[src/inc/wtc_pkg.sv]
// Package with register map, field positions, reset values and modes of the waveform timer.
`default_nettype none
package wtc_pkg;
	// Register byte offsets.
	localparam logic [7:0] OFF_CTRL      = 8'h00;
	localparam logic [7:0] OFF_STATUS    = 8'h04;
	localparam logic [7:0] OFF_IRQ_MASK  = 8'h08;
	localparam logic [7:0] OFF_COUNTER   = 8'h0c;
	localparam logic [7:0] OFF_PERIOD    = 8'h10;
	localparam logic [7:0] OFF_PER_BUF   = 8'h14;
	localparam logic [7:0] OFF_CMP0      = 8'h18;
	localparam logic [7:0] OFF_CMP_BUF0  = 8'h24;
	localparam logic [7:0] OFF_DEBUG     = 8'h30;
	localparam logic [7:0] OFF_BUF_VALID = 8'h34;
	// Control register fields.
	localparam int CTRL_ENABLE   = 0;
	localparam int CTRL_SPLIT    = 1;
	localparam int CTRL_DIR_DOWN = 2;
	localparam int CTRL_EVCOUNT  = 3;
	localparam int CTRL_EVDIR    = 4;
	localparam int CTRL_EVRESTART = 5;
	localparam int CTRL_CLKSEL   = 8;
	localparam int CTRL_WGMODE   = 12;
	localparam int CTRL_CMPEN    = 16;
	// Status bits: 0 top, 1 bottom, 2..4 compare 0..2 (in split: 0 low bottom, 5 high bottom, 6..8 high compare).
	localparam int ST_TOP     = 0;
	localparam int ST_BOTTOM  = 1;
	localparam int ST_CMP     = 2;
	localparam int ST_HTOP    = 5;
	localparam int ST_HCMP    = 6;
	localparam int ST_WIDTH   = 9;
	// Waveform modes.
	typedef enum logic [1:0] {
		WTC_WG_NORMAL = 2'b00,
		WTC_WG_FRQ    = 2'b01,
		WTC_WG_SS     = 2'b10,
		WTC_WG_DS     = 2'b11
	} wtc_wg_e;
	// Reset values and bus response codes.
	localparam logic [15:0] PERIOD_RESET = 16'hffff;
	localparam logic [31:0] CTRL_RESET   = 32'h0000_0000;
	localparam logic [1:0]  RESP_OKAY    = 2'b00;
	localparam logic [1:0]  RESP_SLVERR  = 2'b10;
endpackage
`default_nettype wire

[src/verilog/wtc_timer.sv]
// Waveform timer/counter with three compare channels, split mode, AXI4-Lite registers and interrupt.
//
// Design decisions made here: the AXI4-Lite register port and the address map.
`default_nettype none

module wtc_timer (
	// Clock and reset.
	input  wire logic        aclk,
	input  wire logic        aresetn,
	// AXI4-Lite write address and data.
	input  wire logic [7:0]  s_axi_awaddr,
	input  wire logic        s_axi_awvalid,
	output var  logic        s_axi_awready,
	input  wire logic [31:0] s_axi_wdata,
	input  wire logic [3:0]  s_axi_wstrb,
	input  wire logic        s_axi_wvalid,
	output var  logic        s_axi_wready,
	// AXI4-Lite write response.
	output var  logic [1:0]  s_axi_bresp,
	output var  logic        s_axi_bvalid,
	input  wire logic        s_axi_bready,
	// AXI4-Lite read.
	input  wire logic [7:0]  s_axi_araddr,
	input  wire logic        s_axi_arvalid,
	output var  logic        s_axi_arready,
	output var  logic [31:0] s_axi_rdata,
	output var  logic [1:0]  s_axi_rresp,
	output var  logic        s_axi_rvalid,
	input  wire logic        s_axi_rready,
	// Event inputs from the event network (asynchronous).
	input  wire logic        event_count,
	input  wire logic        event_aux,
	// Debug halt of the processor (asynchronous).
	input  wire logic        cpu_halted,
	// Waveform outputs and interrupt.
	output var  logic [5:0]  waveform_out,
	output var  logic        irq
);
	localparam int ST_W = wtc_pkg::ST_WIDTH;
	// Register state.
	logic [31:0] ctrl;
	logic [ST_W-1:0] status;
	logic [ST_W-1:0] irq_mask;
	logic [15:0] counter_value;
	logic [15:0] period;
	logic [15:0] period_buffer;
	logic [15:0] compare_value  [3];
	logic [15:0] compare_buffer [3];
	logic [3:0]  buffer_valid_flag;
	logic        debug_run_bit;
	logic [9:0]  prescale;
	logic [2:0]  ev_sync;
	logic [1:0]  aux_sync;
	logic [1:0]  halt_sync;
	logic [1:0]  aux_prev;
	// Bus handshake state.
	logic        aw_held;
	logic        w_held;
	logic [7:0]  aw_addr;
	logic [31:0] w_data;
	logic [3:0]  w_strb;

	// Compare of any two 8-bit or 16-bit halves, selected by split mode.
	function automatic logic [1:0] eq_split(input logic [15:0] a, input logic [15:0] b, input logic split);
		eq_split = split ? {a[15:8] == b[15:8], a[7:0] == b[7:0]} : {a == b, a == b};
	endfunction

	// Byte-lane merge of a write into a 16-bit register.
	function automatic logic [15:0] merge16(input logic [15:0] old, input logic [31:0] d, input logic [3:0] s);
		merge16 = {s[1] ? d[15:8] : old[15:8], s[0] ? d[7:0] : old[7:0]};
	endfunction

	// Configuration fields.
	wire        enable    = ctrl[wtc_pkg::CTRL_ENABLE];
	wire        split     = ctrl[wtc_pkg::CTRL_SPLIT];
	wire        dir_cfg   = ctrl[wtc_pkg::CTRL_DIR_DOWN];
	wire        ev_count  = ctrl[wtc_pkg::CTRL_EVCOUNT];
	wire        ev_dir    = ctrl[wtc_pkg::CTRL_EVDIR];
	wire        ev_restart = ctrl[wtc_pkg::CTRL_EVRESTART];
	wire [3:0]  clksel    = ctrl[wtc_pkg::CTRL_CLKSEL +: 4];
	wire [1:0]  wgmode    = ctrl[wtc_pkg::CTRL_WGMODE +: 2];
	wire [5:0]  cmp_en    = ctrl[wtc_pkg::CTRL_CMPEN +: 6];

	// Event and halt levels after two flops; the event edge comes from the second and third stage, the aux edge from the third and fourth.
	// Event direction and restart.
	wire        ev_edge   = ev_sync[1] & ~ev_sync[2];
	wire        aux_level = aux_sync[1];
	wire        aux_rise  = aux_prev[0] & ~aux_prev[1];
	wire        dir_down  = dir_cfg ^ (ev_dir & aux_level);
	wire        restart   = ev_restart & aux_rise;
	wire        run       = enable & (~halt_sync[1] | debug_run_bit);

	// Prescaler tap: clksel n divides by 2**n, capped at 1024 for n of 10 and above, zero meaning every cycle.
	// Prescaler or event tick.
	wire [9:0]  pre_mask  = (10'h001 << clksel) - 10'h001;
	wire        pre_tick  = (clksel == 4'h0) | ((prescale & pre_mask) == pre_mask);
	wire        tick      = run & (ev_count ? ev_edge : pre_tick);

	// Top/bottom/compare detection per half.
	// Compare with zero and period.
	wire [1:0]  at_top    = eq_split(counter_value, period, split);
	wire [1:0]  at_bottom = eq_split(counter_value, 16'h0000, split);
	wire [1:0]  cmp_eq0   = eq_split(counter_value, compare_value[0], split);
	wire [1:0]  cmp_eq1   = eq_split(counter_value, compare_value[1], split);
	wire [1:0]  cmp_eq2   = eq_split(counter_value, compare_value[2], split);
	wire [2:0]  match_lo  = {cmp_eq2[0], cmp_eq1[0], cmp_eq0[0]};
	wire [2:0]  match_hi  = {cmp_eq2[1], cmp_eq1[1], cmp_eq0[1]};
	// Update at bottom when down or dual-slope, else at top; split always counts down.
	wire        upd_at_bottom = dir_down | (wgmode == wtc_pkg::WTC_WG_DS) | split;
	wire        update    = tick & (upd_at_bottom ? at_bottom[0] : at_top[0]);

	// Next counter value.
	// Clear, reload, count.
	logic [15:0] next_counter;
	logic        ds_down;
	wire         eff_down = (wgmode == wtc_pkg::WTC_WG_DS) ? ds_down : dir_down;
	always_comb begin
		next_counter = counter_value;
		if (split) begin
			next_counter[7:0]  = at_bottom[0] ? period[7:0] : counter_value[7:0] - 8'h01;
			next_counter[15:8] = at_bottom[1] ? period[15:8] : counter_value[15:8] - 8'h01;
		end else if (wgmode == wtc_pkg::WTC_WG_FRQ && !eff_down && cmp_eq0[0]) begin
			next_counter = 16'h0000;
		end else if (eff_down) begin
			next_counter = at_bottom[0] ? period : counter_value - 16'h0001;
		end else begin
			next_counter = at_top[0] ? 16'h0000 : counter_value + 16'h0001;
		end
	end

	// AXI4-Lite decode.
	wire         wr_go   = aw_held & w_held & ~s_axi_bvalid;
	wire         rd_go   = s_axi_arvalid & s_axi_arready;
	wire [7:0]   rd_addr = s_axi_araddr;
	wire         wr_cnt  = wr_go && aw_addr == wtc_pkg::OFF_COUNTER;
	wire         wr_perb = wr_go && aw_addr == wtc_pkg::OFF_PER_BUF;
	wire [1:0]   aw_idx  = aw_addr[3:2];
	wire         wr_cmp  = wr_go && aw_addr >= wtc_pkg::OFF_CMP0 && aw_addr < wtc_pkg::OFF_CMP_BUF0;
	wire         wr_cmpb = wr_go && aw_addr >= wtc_pkg::OFF_CMP_BUF0 && aw_addr < wtc_pkg::OFF_DEBUG;
	wire [1:0]   cmp_sel  = 2'((aw_addr - wtc_pkg::OFF_CMP0) >> 2);
	wire [1:0]   cmpb_sel = 2'((aw_addr - wtc_pkg::OFF_CMP_BUF0) >> 2);
	wire         wr_known = wr_go && (aw_addr[1:0] == 2'b00) && (aw_addr <= wtc_pkg::OFF_BUF_VALID);
	logic [31:0] rd_value;
	logic        rd_known;
	always_comb begin
		rd_known = 1'b1;
		if (rd_addr == wtc_pkg::OFF_CTRL) begin
			rd_value = ctrl;
		end else if (rd_addr == wtc_pkg::OFF_STATUS) begin
			rd_value = 32'(status);
		end else if (rd_addr == wtc_pkg::OFF_IRQ_MASK) begin
			rd_value = 32'(irq_mask);
		end else if (rd_addr == wtc_pkg::OFF_COUNTER) begin
			rd_value = {16'h0000, counter_value};
		end else if (rd_addr == wtc_pkg::OFF_PERIOD) begin
			rd_value = {16'h0000, period};
		end else if (rd_addr == wtc_pkg::OFF_PER_BUF) begin
			rd_value = {16'h0000, period_buffer};
		end else if (rd_addr == wtc_pkg::OFF_CMP0 || rd_addr == 8'h1c || rd_addr == 8'h20) begin
			rd_value = {16'h0000, compare_value[2'((rd_addr - wtc_pkg::OFF_CMP0) >> 2)]};
		end else if (rd_addr == wtc_pkg::OFF_CMP_BUF0 || rd_addr == 8'h28 || rd_addr == 8'h2c) begin
			rd_value = {16'h0000, compare_buffer[2'((rd_addr - wtc_pkg::OFF_CMP_BUF0) >> 2)]};
		end else if (rd_addr == wtc_pkg::OFF_DEBUG) begin
			rd_value = {31'h0, debug_run_bit};
		end else if (rd_addr == wtc_pkg::OFF_BUF_VALID) begin
			rd_value = {28'h0, buffer_valid_flag};
		end else begin
			rd_value = 32'h0000_0000;
			rd_known = 1'b0;
		end
	end

	// Status events this tick.
	// Compare interrupts.
	wire [ST_W-1:0] events = tick ? {match_hi & {3{split}}, at_bottom[1] & split, match_lo,
	                                 at_bottom[0] & ~split, split ? at_bottom[0] : at_top[0]} : '0;
	wire [ST_W-1:0] st_clear = (wr_go && aw_addr == wtc_pkg::OFF_STATUS && w_strb != 4'h0) ?
	                           w_data[ST_W-1:0] : '0;

	// Write address and data capture, in either order.
	always_ff @(posedge aclk) begin
		if (!aresetn) begin
			aw_held <= 1'b0;
			w_held  <= 1'b0;
			aw_addr <= 8'h00;
			w_data  <= 32'h0;
			w_strb  <= 4'h0;
		end else begin
			if (s_axi_awvalid && s_axi_awready) begin
				aw_held <= 1'b1;
				aw_addr <= s_axi_awaddr;
			end else if (wr_go) begin
				aw_held <= 1'b0;
			end
			if (s_axi_wvalid && s_axi_wready) begin
				w_held <= 1'b1;
				w_data <= s_axi_wdata;
				w_strb <= s_axi_wstrb;
			end else if (wr_go) begin
				w_held <= 1'b0;
			end
		end
	end

	// Bus handshake outputs.
	always_ff @(posedge aclk) begin
		if (!aresetn) begin
			s_axi_awready <= 1'b0;
			s_axi_wready  <= 1'b0;
			s_axi_bvalid  <= 1'b0;
			s_axi_bresp   <= wtc_pkg::RESP_OKAY;
			s_axi_arready <= 1'b0;
			s_axi_rvalid  <= 1'b0;
			s_axi_rresp   <= wtc_pkg::RESP_OKAY;
			s_axi_rdata   <= 32'h0;
		end else begin
			s_axi_awready <= ~aw_held & ~(s_axi_awvalid & s_axi_awready) & ~s_axi_bvalid;
			s_axi_wready  <= ~w_held & ~(s_axi_wvalid & s_axi_wready) & ~s_axi_bvalid;
			if (wr_go) begin
				s_axi_bvalid <= 1'b1;
				s_axi_bresp  <= wr_known ? wtc_pkg::RESP_OKAY : wtc_pkg::RESP_SLVERR;
			end else if (s_axi_bready) begin
				s_axi_bvalid <= 1'b0;
			end
			s_axi_arready <= ~s_axi_arready & ~s_axi_rvalid & s_axi_arvalid;
			if (rd_go) begin
				s_axi_rvalid <= 1'b1;
				s_axi_rdata  <= rd_value;
				s_axi_rresp  <= rd_known ? wtc_pkg::RESP_OKAY : wtc_pkg::RESP_SLVERR;
			end else if (s_axi_rready) begin
				s_axi_rvalid <= 1'b0;
			end
		end
	end

	// Synchronisers and prescaler.
	always_ff @(posedge aclk) begin
		if (!aresetn) begin
			ev_sync   <= 3'b000;
			aux_sync  <= 2'b00;
			aux_prev  <= 2'b00;
			halt_sync <= 2'b00;
			prescale  <= 10'h000;
		end else begin
			ev_sync   <= {ev_sync[1:0], event_count};
			aux_sync  <= {aux_sync[0], event_aux};
			aux_prev  <= {aux_prev[0], aux_sync[1]};
			halt_sync <= {halt_sync[0], cpu_halted};
			prescale  <= run ? prescale + 10'h001 : prescale;
		end
	end

	// Control, mask, debug and status registers.
	always_ff @(posedge aclk) begin
		if (!aresetn) begin
			ctrl          <= wtc_pkg::CTRL_RESET;
			irq_mask      <= '0;
			debug_run_bit <= 1'b0;
			status        <= '0;
			irq           <= 1'b0;
		end else begin
			if (wr_go && aw_addr == wtc_pkg::OFF_CTRL) begin
				ctrl <= w_data;
			end
			if (wr_go && aw_addr == wtc_pkg::OFF_IRQ_MASK) begin
				irq_mask <= w_data[ST_W-1:0];
			end
			if (wr_go && aw_addr == wtc_pkg::OFF_DEBUG) begin
				debug_run_bit <= w_data[0];
			end
			// Event set wins over a write-one clear.
			status <= (status & ~st_clear) | events;
			irq    <= |(((status & ~st_clear) | events) & irq_mask);
		end
	end

	// Counter, period, compare and buffer registers.
	// Sixteen-bit storage.
	always_ff @(posedge aclk) begin
		if (!aresetn) begin
			counter_value     <= 16'h0000;
			period            <= wtc_pkg::PERIOD_RESET;
			period_buffer     <= 16'h0000;
			compare_value     <= '{default: 16'h0000};
			compare_buffer    <= '{default: 16'h0000};
			buffer_valid_flag <= 4'h0;
			ds_down           <= 1'b0;
		end else begin
			// Counter write has priority over count, clear and reload.
			if (wr_cnt) begin
				counter_value <= merge16(counter_value, w_data, w_strb);
			end else if (restart) begin
				counter_value <= dir_down ? period : 16'h0000;
			end else if (tick) begin
				counter_value <= next_counter;
			end
			if (tick && wgmode == wtc_pkg::WTC_WG_DS) begin
				ds_down <= at_top[0] ? 1'b1 : (at_bottom[0] ? 1'b0 : ds_down);
			end
			if (wr_go && aw_addr == wtc_pkg::OFF_PERIOD) begin
				period <= merge16(period, w_data, w_strb);
			end else if (update && buffer_valid_flag[3]) begin
				period <= period_buffer;
			end
			if (wr_perb) begin
				period_buffer <= merge16(period_buffer, w_data, w_strb);
			end
			for (int i = 0; i < 3; i++) begin
				if (wr_cmp && cmp_sel == 2'(i)) begin
					compare_value[i] <= merge16(compare_value[i], w_data, w_strb);
				end else if (update && buffer_valid_flag[i]) begin
					compare_value[i] <= compare_buffer[i];
				end
				if (wr_cmpb && cmpb_sel == 2'(i)) begin
					compare_buffer[i] <= merge16(compare_buffer[i], w_data, w_strb);
				end
			end
			// Set on write wins over update clear.
			buffer_valid_flag <= (buffer_valid_flag & ~{4{update}}) |
			                     {wr_perb, wr_cmpb && cmpb_sel == 2'd2, wr_cmpb && cmpb_sel == 2'd1,
			                      wr_cmpb && cmpb_sel == 2'd0};
		end
	end

	// Waveform outputs.
	// Waveforms from comparisons.
	always_ff @(posedge aclk) begin
		if (!aresetn) begin
			waveform_out <= 6'h00;
		end else if (split) begin
			for (int i = 0; i < 3; i++) begin
				waveform_out[i]   <= cmp_en[i] & (counter_value[7:0] < compare_value[i][7:0]);
				waveform_out[i+3] <= cmp_en[i+3] & (counter_value[15:8] < compare_value[i][15:8]);
			end
		end else begin
			waveform_out[5:3] <= 3'b000;
			for (int i = 0; i < 3; i++) begin
				if (!cmp_en[i] || ev_count || wgmode == wtc_pkg::WTC_WG_NORMAL) begin
					waveform_out[i] <= 1'b0;
				end else if (wgmode == wtc_pkg::WTC_WG_FRQ) begin
					waveform_out[i] <= waveform_out[i] ^ (tick & match_lo[i]);
				end else begin
					waveform_out[i] <= counter_value < compare_value[i];
				end
			end
		end
	end
	wire unused_ok = ^{aw_idx, compare_value[0][0]};
endmodule
`default_nettype wire

[config.mk]
export PLATFORM = sky130hd
export DESIGN_NAME = wtc_timer
export DESIGN_NICKNAME = d
export VERILOG_FILES = /design/src/inc/wtc_pkg.sv /design/src/verilog/wtc_timer.sv
export SDC_FILE = /design/constraint.sdc
export NUM_CORES = 1
export LEC_CHECK = 0
export BUFFER_PORTS_ARGS = -buffer_cell sky130_fd_sc_hd__clkbuf_2
export CAP_MARGIN = 20
export CORE_MARGIN = 2
export CORE_UTILIZATION = 50
export CTS_BUF_LIST = sky130_fd_sc_hd__clkbuf_2 sky130_fd_sc_hd__clkbuf_4 sky130_fd_sc_hd__clkbuf_8
export CTS_CLUSTER_SIZE = 8
export DETAILED_ROUTE_END_ITERATION = 10
export PLACE_DENSITY = 0.7
export SLEW_MARGIN = 20
export SYNTH_ARGS = -nofsm -noshare
export SYNTH_HDL_FRONTEND = slang
export SYNTH_SLANG_ARGS = --single-unit
[constraint.sdc]
create_clock -name aclk -period 4 [get_ports aclk]
set_clock_uncertainty 0.2 [all_clocks]
set_input_delay 0.2 -clock aclk [delete_from_list [all_inputs] [get_ports aclk]]
set_output_delay 0.2 -clock aclk [all_outputs]
set_load 0.005 [all_outputs]
==> results of run 1 <==
worst max-delay path, stage by stage (launching register included):
cell	delay (ns)
sky130_fd_sc_hd__dfxtp_1	0.47
sky130_fd_sc_hd__inv_1	0.09
sky130_fd_sc_hd__or4_1	0.54
sky130_fd_sc_hd__ha_1	0.30
sky130_fd_sc_hd__o221ai_1	0.12
sky130_fd_sc_hd__a2111o_1	0.32
sky130_fd_sc_hd__o41ai_2	0.37
sky130_fd_sc_hd__buf_12	0.20
sky130_fd_sc_hd__a21oi_2	0.15
sky130_fd_sc_hd__a211o_1	0.41
sky130_fd_sc_hd__o32ai_1	0.29
report_power, final:
| part | switching, mW | internal, mW | total, mW |
|---|---|---|---|
| Sequential | 0.0616 | 3.14 | 3.20 |
| Combinational | 0.269 | 0.179 | 0.448 |
| Clock | 1.40 | 1.77 | 3.17 |
| Total | 1.73 | 5.09 | 6.82 |
repair_timing:
action	in CTS	in global routing
setup endpoints to repair	0	6
gates resized for setup	0	2
hold buffers	124	0
hold endpoints to repair	76	0
path summary, 6_finish.rpt:
check	end	slack [ns]	startpoint
hold / removal	s_axi_rdata[1]	0.17	s_axi_araddr[4]
hold reg to reg	halt_sync[1]	0.23	halt_sync[0]
setup / recovery	counter_value[14]	0.44	ctrl[8]
setup reg to reg	counter_value[14]	0.44	ctrl[8]
flip-flops by register name, indices dropped and copies added (netlist names), 6 cells and up:
register,cells
compare_value,48
irq_mask,9
w_data,32
period,16
s_axi_rdata,32
waveform_out,6
counter_value,16
status,9
aw_addr,8
compare_buffer,48
period_buffer,16
ctrl,32
prescale,10
cell type report:
class / instances / area, µm² / share of cell area
Clock buffer: 81 / 1030 / 0.0494
Clock inverter: 14 / 134 / 0.00644
Inverter: 68 / 260 / 0.0125
Multi-Input combinational cell: 1721 / 10000 / 0.483
Sequential cell: 311 / 6230 / 0.300
Tap cell: 448 / 561 / 0.0270
Timing Repair Buffer: 328 / 2530 / 0.122
per-layer routing:
| layer | track usage | vias up | part of all wire | routed length (µm) |
|---|---|---|---|---|
| met5 | 0 | - | 0 | 0 |
| met1 | 0.483 | 8804 | 0.40 | 27500 |
| met2 | 0.601 | 1076 | 0.45 | 30500 |
| met4 | 0.175 | 0 | 0.051 | 3520 |
| met3 | 0.0910 | 218 | 0.10 | 7020 |
| li1 | - | 8447 | - | - |
kinds of logic (layout without fill, tap and decap cells):
| logic type | Yosys count | count (layout) | share of synthesized area |
|---|---|---|---|
| AO/OA/AOI/OAI | 595 | 595 | 0.222 |
| XOR/XNOR | 56 | 56 | 0.0286 |
| adder cells (fa/ha/maj) | 62 | 62 | 0.0452 |
| buffers and inverters | 237 | 491 | 0.0539 |
| flip-flops | 311 | 311 | 0.363 |
| multiplexers | 83 | 83 | 0.0495 |
| other | 1 | 2 | 0.000218 |
| AND/OR/NAND/NOR | 923 | 923 | 0.238 |
per-stage QoR:
stage	utilization	setup slack, ns	total power [mW]
2_1_floorplan	-	0.612	3.43
3_3_place_gp	0.545	0.338	3.59
3_5_place_dp	0.545	0.305	3.59
4_1_cts	0.616	0.263	6.80
5_1_grt	0.617	0.144	6.99
6_report	0.617	0.437	6.82
cells in the final DEF (no fill, tap or decap), types with 67 or more instances in the layout:
cell	count
sky130_fd_sc_hd__dfxtp_1	311
sky130_fd_sc_hd__mux2i_1	68
sky130_fd_sc_hd__a21oi_1	228
sky130_fd_sc_hd__clkbuf_8	67
sky130_fd_sc_hd__nor2_1	185
sky130_fd_sc_hd__dlygate4sd3_1	124
sky130_fd_sc_hd__o21ai_0	88
sky130_fd_sc_hd__clkbuf_2	106
sky130_fd_sc_hd__nand2_1	464
sky130_fd_sc_hd__inv_1	67
sky130_fd_sc_hd__buf_4	96
==> impl_results.rst, run 1 <==
.. list-table::
   :header-rows: 1

   * - Metric
     - Value
   * - Critical path class
     - reg -> reg
   * - Dominant cell type by area after synthesis
     - sky130_fd_sc_hd__dfxtp_1
   * - Slew at the pin closest to its max-slew limit
     - 1.31 ns
   * - Number of instances in the synthesized netlist
     - 2268
   * - Maximum fanout count along the critical path
     - 12
   * - Placed Instances
     - 2752
   * - Total via count in the routed design
     - 18500
   * - Synth top area cells
     - sky130_fd_sc_hd__dfxtp_1 (36%), sky130_fd_sc_hd__nand2_1 (10%), sky130_fd_sc_hd__a21oi_1 (6.7%), sky130_fd_sc_hd__ha_1 (4.5%), sky130_fd_sc_hd__nor2_1 (4.0%)
   * - Post-layout nets
     - 2608
   * - Die Outline Area
     - 0.0358 mm²
   * - Post-synth top area share
     - 0.363
   * - RSZ-0062 raised after global routing
     - false
   * - Core Rows
     - 67
   * - Post-synth EDFFs
     - 0
   * - Yosys warns
     - 0
   * - Final HPWL DP
     - 47.4 mm
   * - Data arrival at the endpoint of the critical path
     - 3.90 ns
   * - Die span in y
     - 189 µm
   * - Depth of the worst register-to-register path
     - 10
   * - GRT Resource Usage Total
     - 0.378
   * - Remaining Overflow, GRT
     - 0
   * - Max-slew headroom at the worst pin
     - 0.124
   * - Clock Sink Count
     - 311
   * - Antenna viol nets, final
     - 0
   * - Post-Synthesis Cell Area
     - 0.0172 mm²
   * - Count of state elements after synthesis
     - 311
   * - Detailed Route WL
     - 68.6 mm
   * - Clock latency reported for the late side of the worst-skew pair
     - 0.66 ns
   * - Average detailed-routed wire length per instance
     - 23.1 µm
   * - Master cell of the clock root buffer
     - sky130_fd_sc_hd__clkbuf_8
   * - Die extent in x
     - 189 µm
   * - Global-route wire length before repair
     - 105 mm
   * - Maximum number of pins on one net before global-route repair
     - 218
   * - Nature of the critical path endpoint
     - flip-flop
   * - Status
     - finished clean
   * - Summed negative setup slack over all endpoints
     - 0 ns
   * - Number of global-route vias before repair
     - 17600
   * - Max Clock Freq
     - 281 MHz
   * - FILL cells
     - 2990
   * - Worst hold slack after final layout
     - 0.166 ns
   * - Post-Synthesis Mean Instance Area
     - 7.57 µm²
   * - Number of pins exceeding their max-slew limit in the final report
     - 0
   * - Async set-reset flop share out of synthesis
     - 0
   * - Clock transition at the registers of the reported paths
     - 0.06 ns
   * - Final instance area
     - 0.0208 mm²
   * - Routed vias/inst
     - 6.24
   * - Synthesis-to-layout area growth
     - 21.1%
   * - Max-cap violation count
     - 0
   * - Setup-violating endpoint count in the final report
     - 0
   * - Max rail drop VDD
     - 0.000398 V
   * - Proportion of layout cells with a drive suffix above 1
     - 0.132
   * - # DRC
     - 0
   * - Worst Hold Class
     - in -> reg
   * - Count leader, synth
     - sky130_fd_sc_hd__nand2_1
   * - Number of distinct standard cells referenced by the synthesized netlist
     - 75
   * - Final hold violations
     - 0
   * - Sequential cell area fraction in the yosys report
     - 0.363
   * - Length of the first detailed-routing pass in iterations
     - 6
   * - Placeable core region
     - 0.0337 mm²
   * - Count of boundary I/O pins
     - 110
   * - First-iteration detailed-routing DRC count
     - 2019
   * - Number of antenna violations at the first check in global routing
     - 0
   * - Most numerous cell types in the synthesized netlist
     - sky130_fd_sc_hd__nand2_1 (464), sky130_fd_sc_hd__dfxtp_1 (311), sky130_fd_sc_hd__a21oi_1 (230), sky130_fd_sc_hd__nor2_1 (185), sky130_fd_sc_hd__clkbuf_1 (138)
   * - Type of origin of the critical path
     - flip-flop
   * - Initial Util
     - 0.510
   * - CP Data Required Time
     - 4.34 ns
   * - Power per Cell Area
     - 328 mW/mm²
   * - Leakage dissipation
     - 8.22 nW
   * - Antenna fix cells
     - 0
   * - Clock H-tree levels
     - 2
   * - Ys flop type
     - sky130_fd_sc_hd__dfxtp_1
   * - Clock tree from TritonCTS
     - built
   * - Final cell count without fillers
     - 2971
   * - Instance count along the most critical hold path
     - 5
   * - Share of the cycle needed by the critical path after routing
     - 0.891
   * - Cell area after placement
     - 0.0184 mm²
   * - Maximum clock path buffer count
     - 3
   * - Number of post-CTS setup repair buffers
     - 0
   * - Crit path time final
     - 3.56 ns
   * - Global placement routability congestion
     - 1.03
   * - Cts bufs inserted
     - 54
   * - Number of input and output port buffers inserted
     - 107
(Power assumes the default switching activity.)
==> run 2: changes to the inputs <==
==> constraint.sdc (replaced) <==
create_clock -name aclk -period 4 [get_ports aclk]
set_clock_uncertainty 0.2 [all_clocks]
set_input_delay 0.8 -clock aclk [delete_from_list [all_inputs] [get_ports aclk]]
set_output_delay 0.8 -clock aclk [all_outputs]
set_load 0.005 [all_outputs]
==> run 2 against run 1 <==
Net effect: critical path depth rose by 1; hold slack worse by 0.012 ns; via count is 2.9% lower; critical path type unchanged; highest routed layer is now met5.
==> impl_results.rst, run 2 (synthesis results as in run 1) <==
.. list-table::
   :header-rows: 1

   * - Metric
     - Value
   * - Status
     - finished clean
   * - Die extent in x
     - 189 µm
   * - Cell area after placement
     - 0.0184 mm²
   * - Proportion of layout cells with a drive suffix above 1
     - 0.138
   * - Clock latency reported for the late side of the worst-skew pair
     - 0.66 ns
   * - Global routing met3 resource utilization
     - 0.0795
   * - Initial Util
     - 0.510
   * - Final cell count without fillers
     - 2850
   * - Core Rows
     - 67
   * - Average detailed-routed wire length per instance
     - 23.7 µm
   * - Power per Cell Area
     - 338 mW/mm²
   * - Final hold violations
     - 0
   * - Clock H-tree levels
     - 2
   * - Count of boundary I/O pins
     - 110
   * - Detailed Route WL
     - 67.5 mm
   * - Cell at the slowest stage of the critical path
     - sky130_fd_sc_hd__or4_1
   * - Number of pins exceeding their max-slew limit in the final report
     - 0
   * - Antenna viol nets, final
     - 0
   * - Total Power Consumption
     - 6.61 mW
   * - Clock tree from TritonCTS
     - built
   * - Die Outline Area
     - 0.0358 mm²
   * - Crit path time final
     - 3.65 ns
   * - Placeable core region
     - 0.0337 mm²
   * - Length of the first detailed-routing pass in iterations
     - 6
   * - Global-route wire length before repair
     - 102 mm
   * - GR peak layer
     - met2
   * - Proportion of total power due to net switching
     - 0.249
   * - Final instance area
     - 0.0196 mm²
   * - Worst hold slack after final layout
     - 0.154 ns
   * - Type of origin of the critical path
     - flip-flop
   * - Cts bufs inserted
     - 52
   * - Most frequent standard cell in the layout excluding fill and tap cells
     - sky130_fd_sc_hd__nand2_1
   * - Maximum clock path buffer count
     - 3
   * - Global Route met2 Usage
     - 0.551
   * - Synthesis-to-layout area growth
     - 14.0%
   * - Share of the cycle needed by the critical path after routing
     - 0.914
   * - Clock transition at the registers of the reported paths
     - 0.06 ns
   * - Setup-violating endpoint count in the final report
     - 0
   * - Buf/Inv on CP
     - 2
   * - # DRC
     - 0
   * - Cell Int Power
     - 4.96 mW
   * - Psw
     - 1.65 mW
   * - Max-slew headroom at the worst pin
     - 0.255
   * - Routed vias/inst
     - 6.32
   * - Max rail drop VDD
     - 0.000309 V
   * - Commonest non-fill, non-tap cells in the layout
     - sky130_fd_sc_hd__nand2_1 (464), sky130_fd_sc_hd__dfxtp_1 (311), sky130_fd_sc_hd__a21oi_1 (229)
   * - Critical path class
     - reg -> reg
   * - Top flop regs
     - compare_buffer: 48 flops, compare_value: 48 flops
   * - Worst Hold Class
     - in -> reg
   * - Slew at the pin closest to its max-slew limit
     - 1.11 ns
   * - Share of total power in combinational logic
     - 0.054
   * - Number of antenna violations at the first check in global routing
     - 1
   * - Placed Instances
     - 2758
   * - Number of input and output port buffers inserted
     - 107
   * - RSZ-0062 raised after global routing
     - false
   * - Cell type group with the largest total delay on the critical path
     - compound AO/OA/AOI/OAI gates
   * - Post-layout nets
     - 2488
   * - Number of global-route vias before repair
     - 16800
   * - Remaining Overflow, GRT
     - 0
   * - CP Data Required Time
     - 4.36 ns
   * - Max Clock Freq
     - 274 MHz
   * - Final HPWL DP
     - 49.5 mm
   * - Total via count in the routed design
     - 18000
   * - Global placement routability congestion
     - 1.03
   * - Count of hold-fix buffers inserted at cts
     - 0
   * - Power share of the sequential group
     - 0.482
   * - Top cell by count, worst path
     - sky130_fd_sc_hd__and2_1
   * - Met1 routing resource usage after global routing
     - 0.495
   * - Ordered cell list for the critical path
     - inv_1 -> or4_1 -> ha_1 -> and2_1 -> o211ai_1 -> a21oi_1 -> o41ai_2 -> buf_4 -> and2_1 -> a32o_1 -> mux2i_1
   * - Maximum fanout count along the critical path
     - 12
   * - Summed negative setup slack over all endpoints
     - 0 ns
   * - Clock Sink Count
     - 311
   * - Clock share of power
     - 0.464
   * - GRT Resource Usage Total
     - 0.371
   * - Max-cap violation count
     - 0
   * - Maximum number of pins on one net before global-route repair
     - 218
   * - Resized Gates After CTS
     - 0
   * - Nature of the critical path endpoint
     - flip-flop
   * - First-iteration detailed-routing DRC count
     - 1945
   * - Leakage dissipation
     - 7.65 nW
   * - Number of post-CTS setup repair buffers
     - 0
   * - Die span in y
     - 189 µm
   * - Data arrival at the endpoint of the critical path
     - 4.02 ns
   * - Biggest cell delay along the critical path
     - 0.55 ns
   * - FILL cells
     - 3205
   * - Master cell of the clock root buffer
     - sky130_fd_sc_hd__clkbuf_8
## run 2: power groups by stage
| stage | logic (mW) | registers [mW] | clock network (mW) |
|---|---|---|---|
| floorplan | 0.210 | 3.22 | 0 |
| global placement | 0.337 | 3.25 | 0 |
| detailed placement | 0.343 | 3.25 | 0 |
| CTS | 0.344 | 3.18 | 3.09 |
| global route | 0.378 | 3.19 | 3.24 |
| finish | 0.355 | 3.19 | 3.07 |
## run 2: layer usage
layer	part of all wire	wire (µm)
met1	0.41	27700
met2	0.42	28500
met3	0.10	7020
met4	0.062	4220
met5	0.00010	7
## run 2: path summary, 6_finish.rpt
| kind | start | endpoint | slack [ns] | depth (start not counted) |
|---|---|---|---|---|
| hold reg to reg | aux_sync[0] | aux_sync[1] | 0.25 | 1 |
| setup reg to reg | ctrl[8] | compare_value[12] | 0.35 | 11 |
| hold / removal | cpu_halted | halt_sync[0] | 0.15 | 2 |
| setup / recovery | ctrl[8] | compare_value[12] | 0.35 | 11 |
## run 2: final cells by class
type | instances | area [µm²] | share of cell area
multi-input combinational | 1721 | 10000 | 0.513
antenna | 1 | 2.50 | 0.000128
timing repair buffer | 210 | 1360 | 0.0696
clock inverter | 10 | 115 | 0.00588
clock buffer | 81 | 1000 | 0.0512
sequential | 311 | 6230 | 0.318
inverter | 68 | 260 | 0.0133
tap | 448 | 561 | 0.0286
## run 2: worst register-to-register path: cells and delay by family (launching register included)
family / cells / cell delay, ns
multiplexers: 1 / 0.28
AO/OA/AOI/OAI: 4 / 1.05
flip-flops: 1 / 0.50
buffers and inverters: 2 / 0.36
adder cells (fa/ha/maj): 1 / 0.25
AND/OR/NAND/NOR: 3 / 0.92
## run 2: per-stage QoR
step | utilization | setup WS (ns)
finish | 0.581 | 0.345
global route | 0.581 | 0.143
CTS | 0.580 | 0.0565
detailed placement | 0.547 | 0.0566
global placement | 0.547 | 0.233
floorplan | - | 0.498
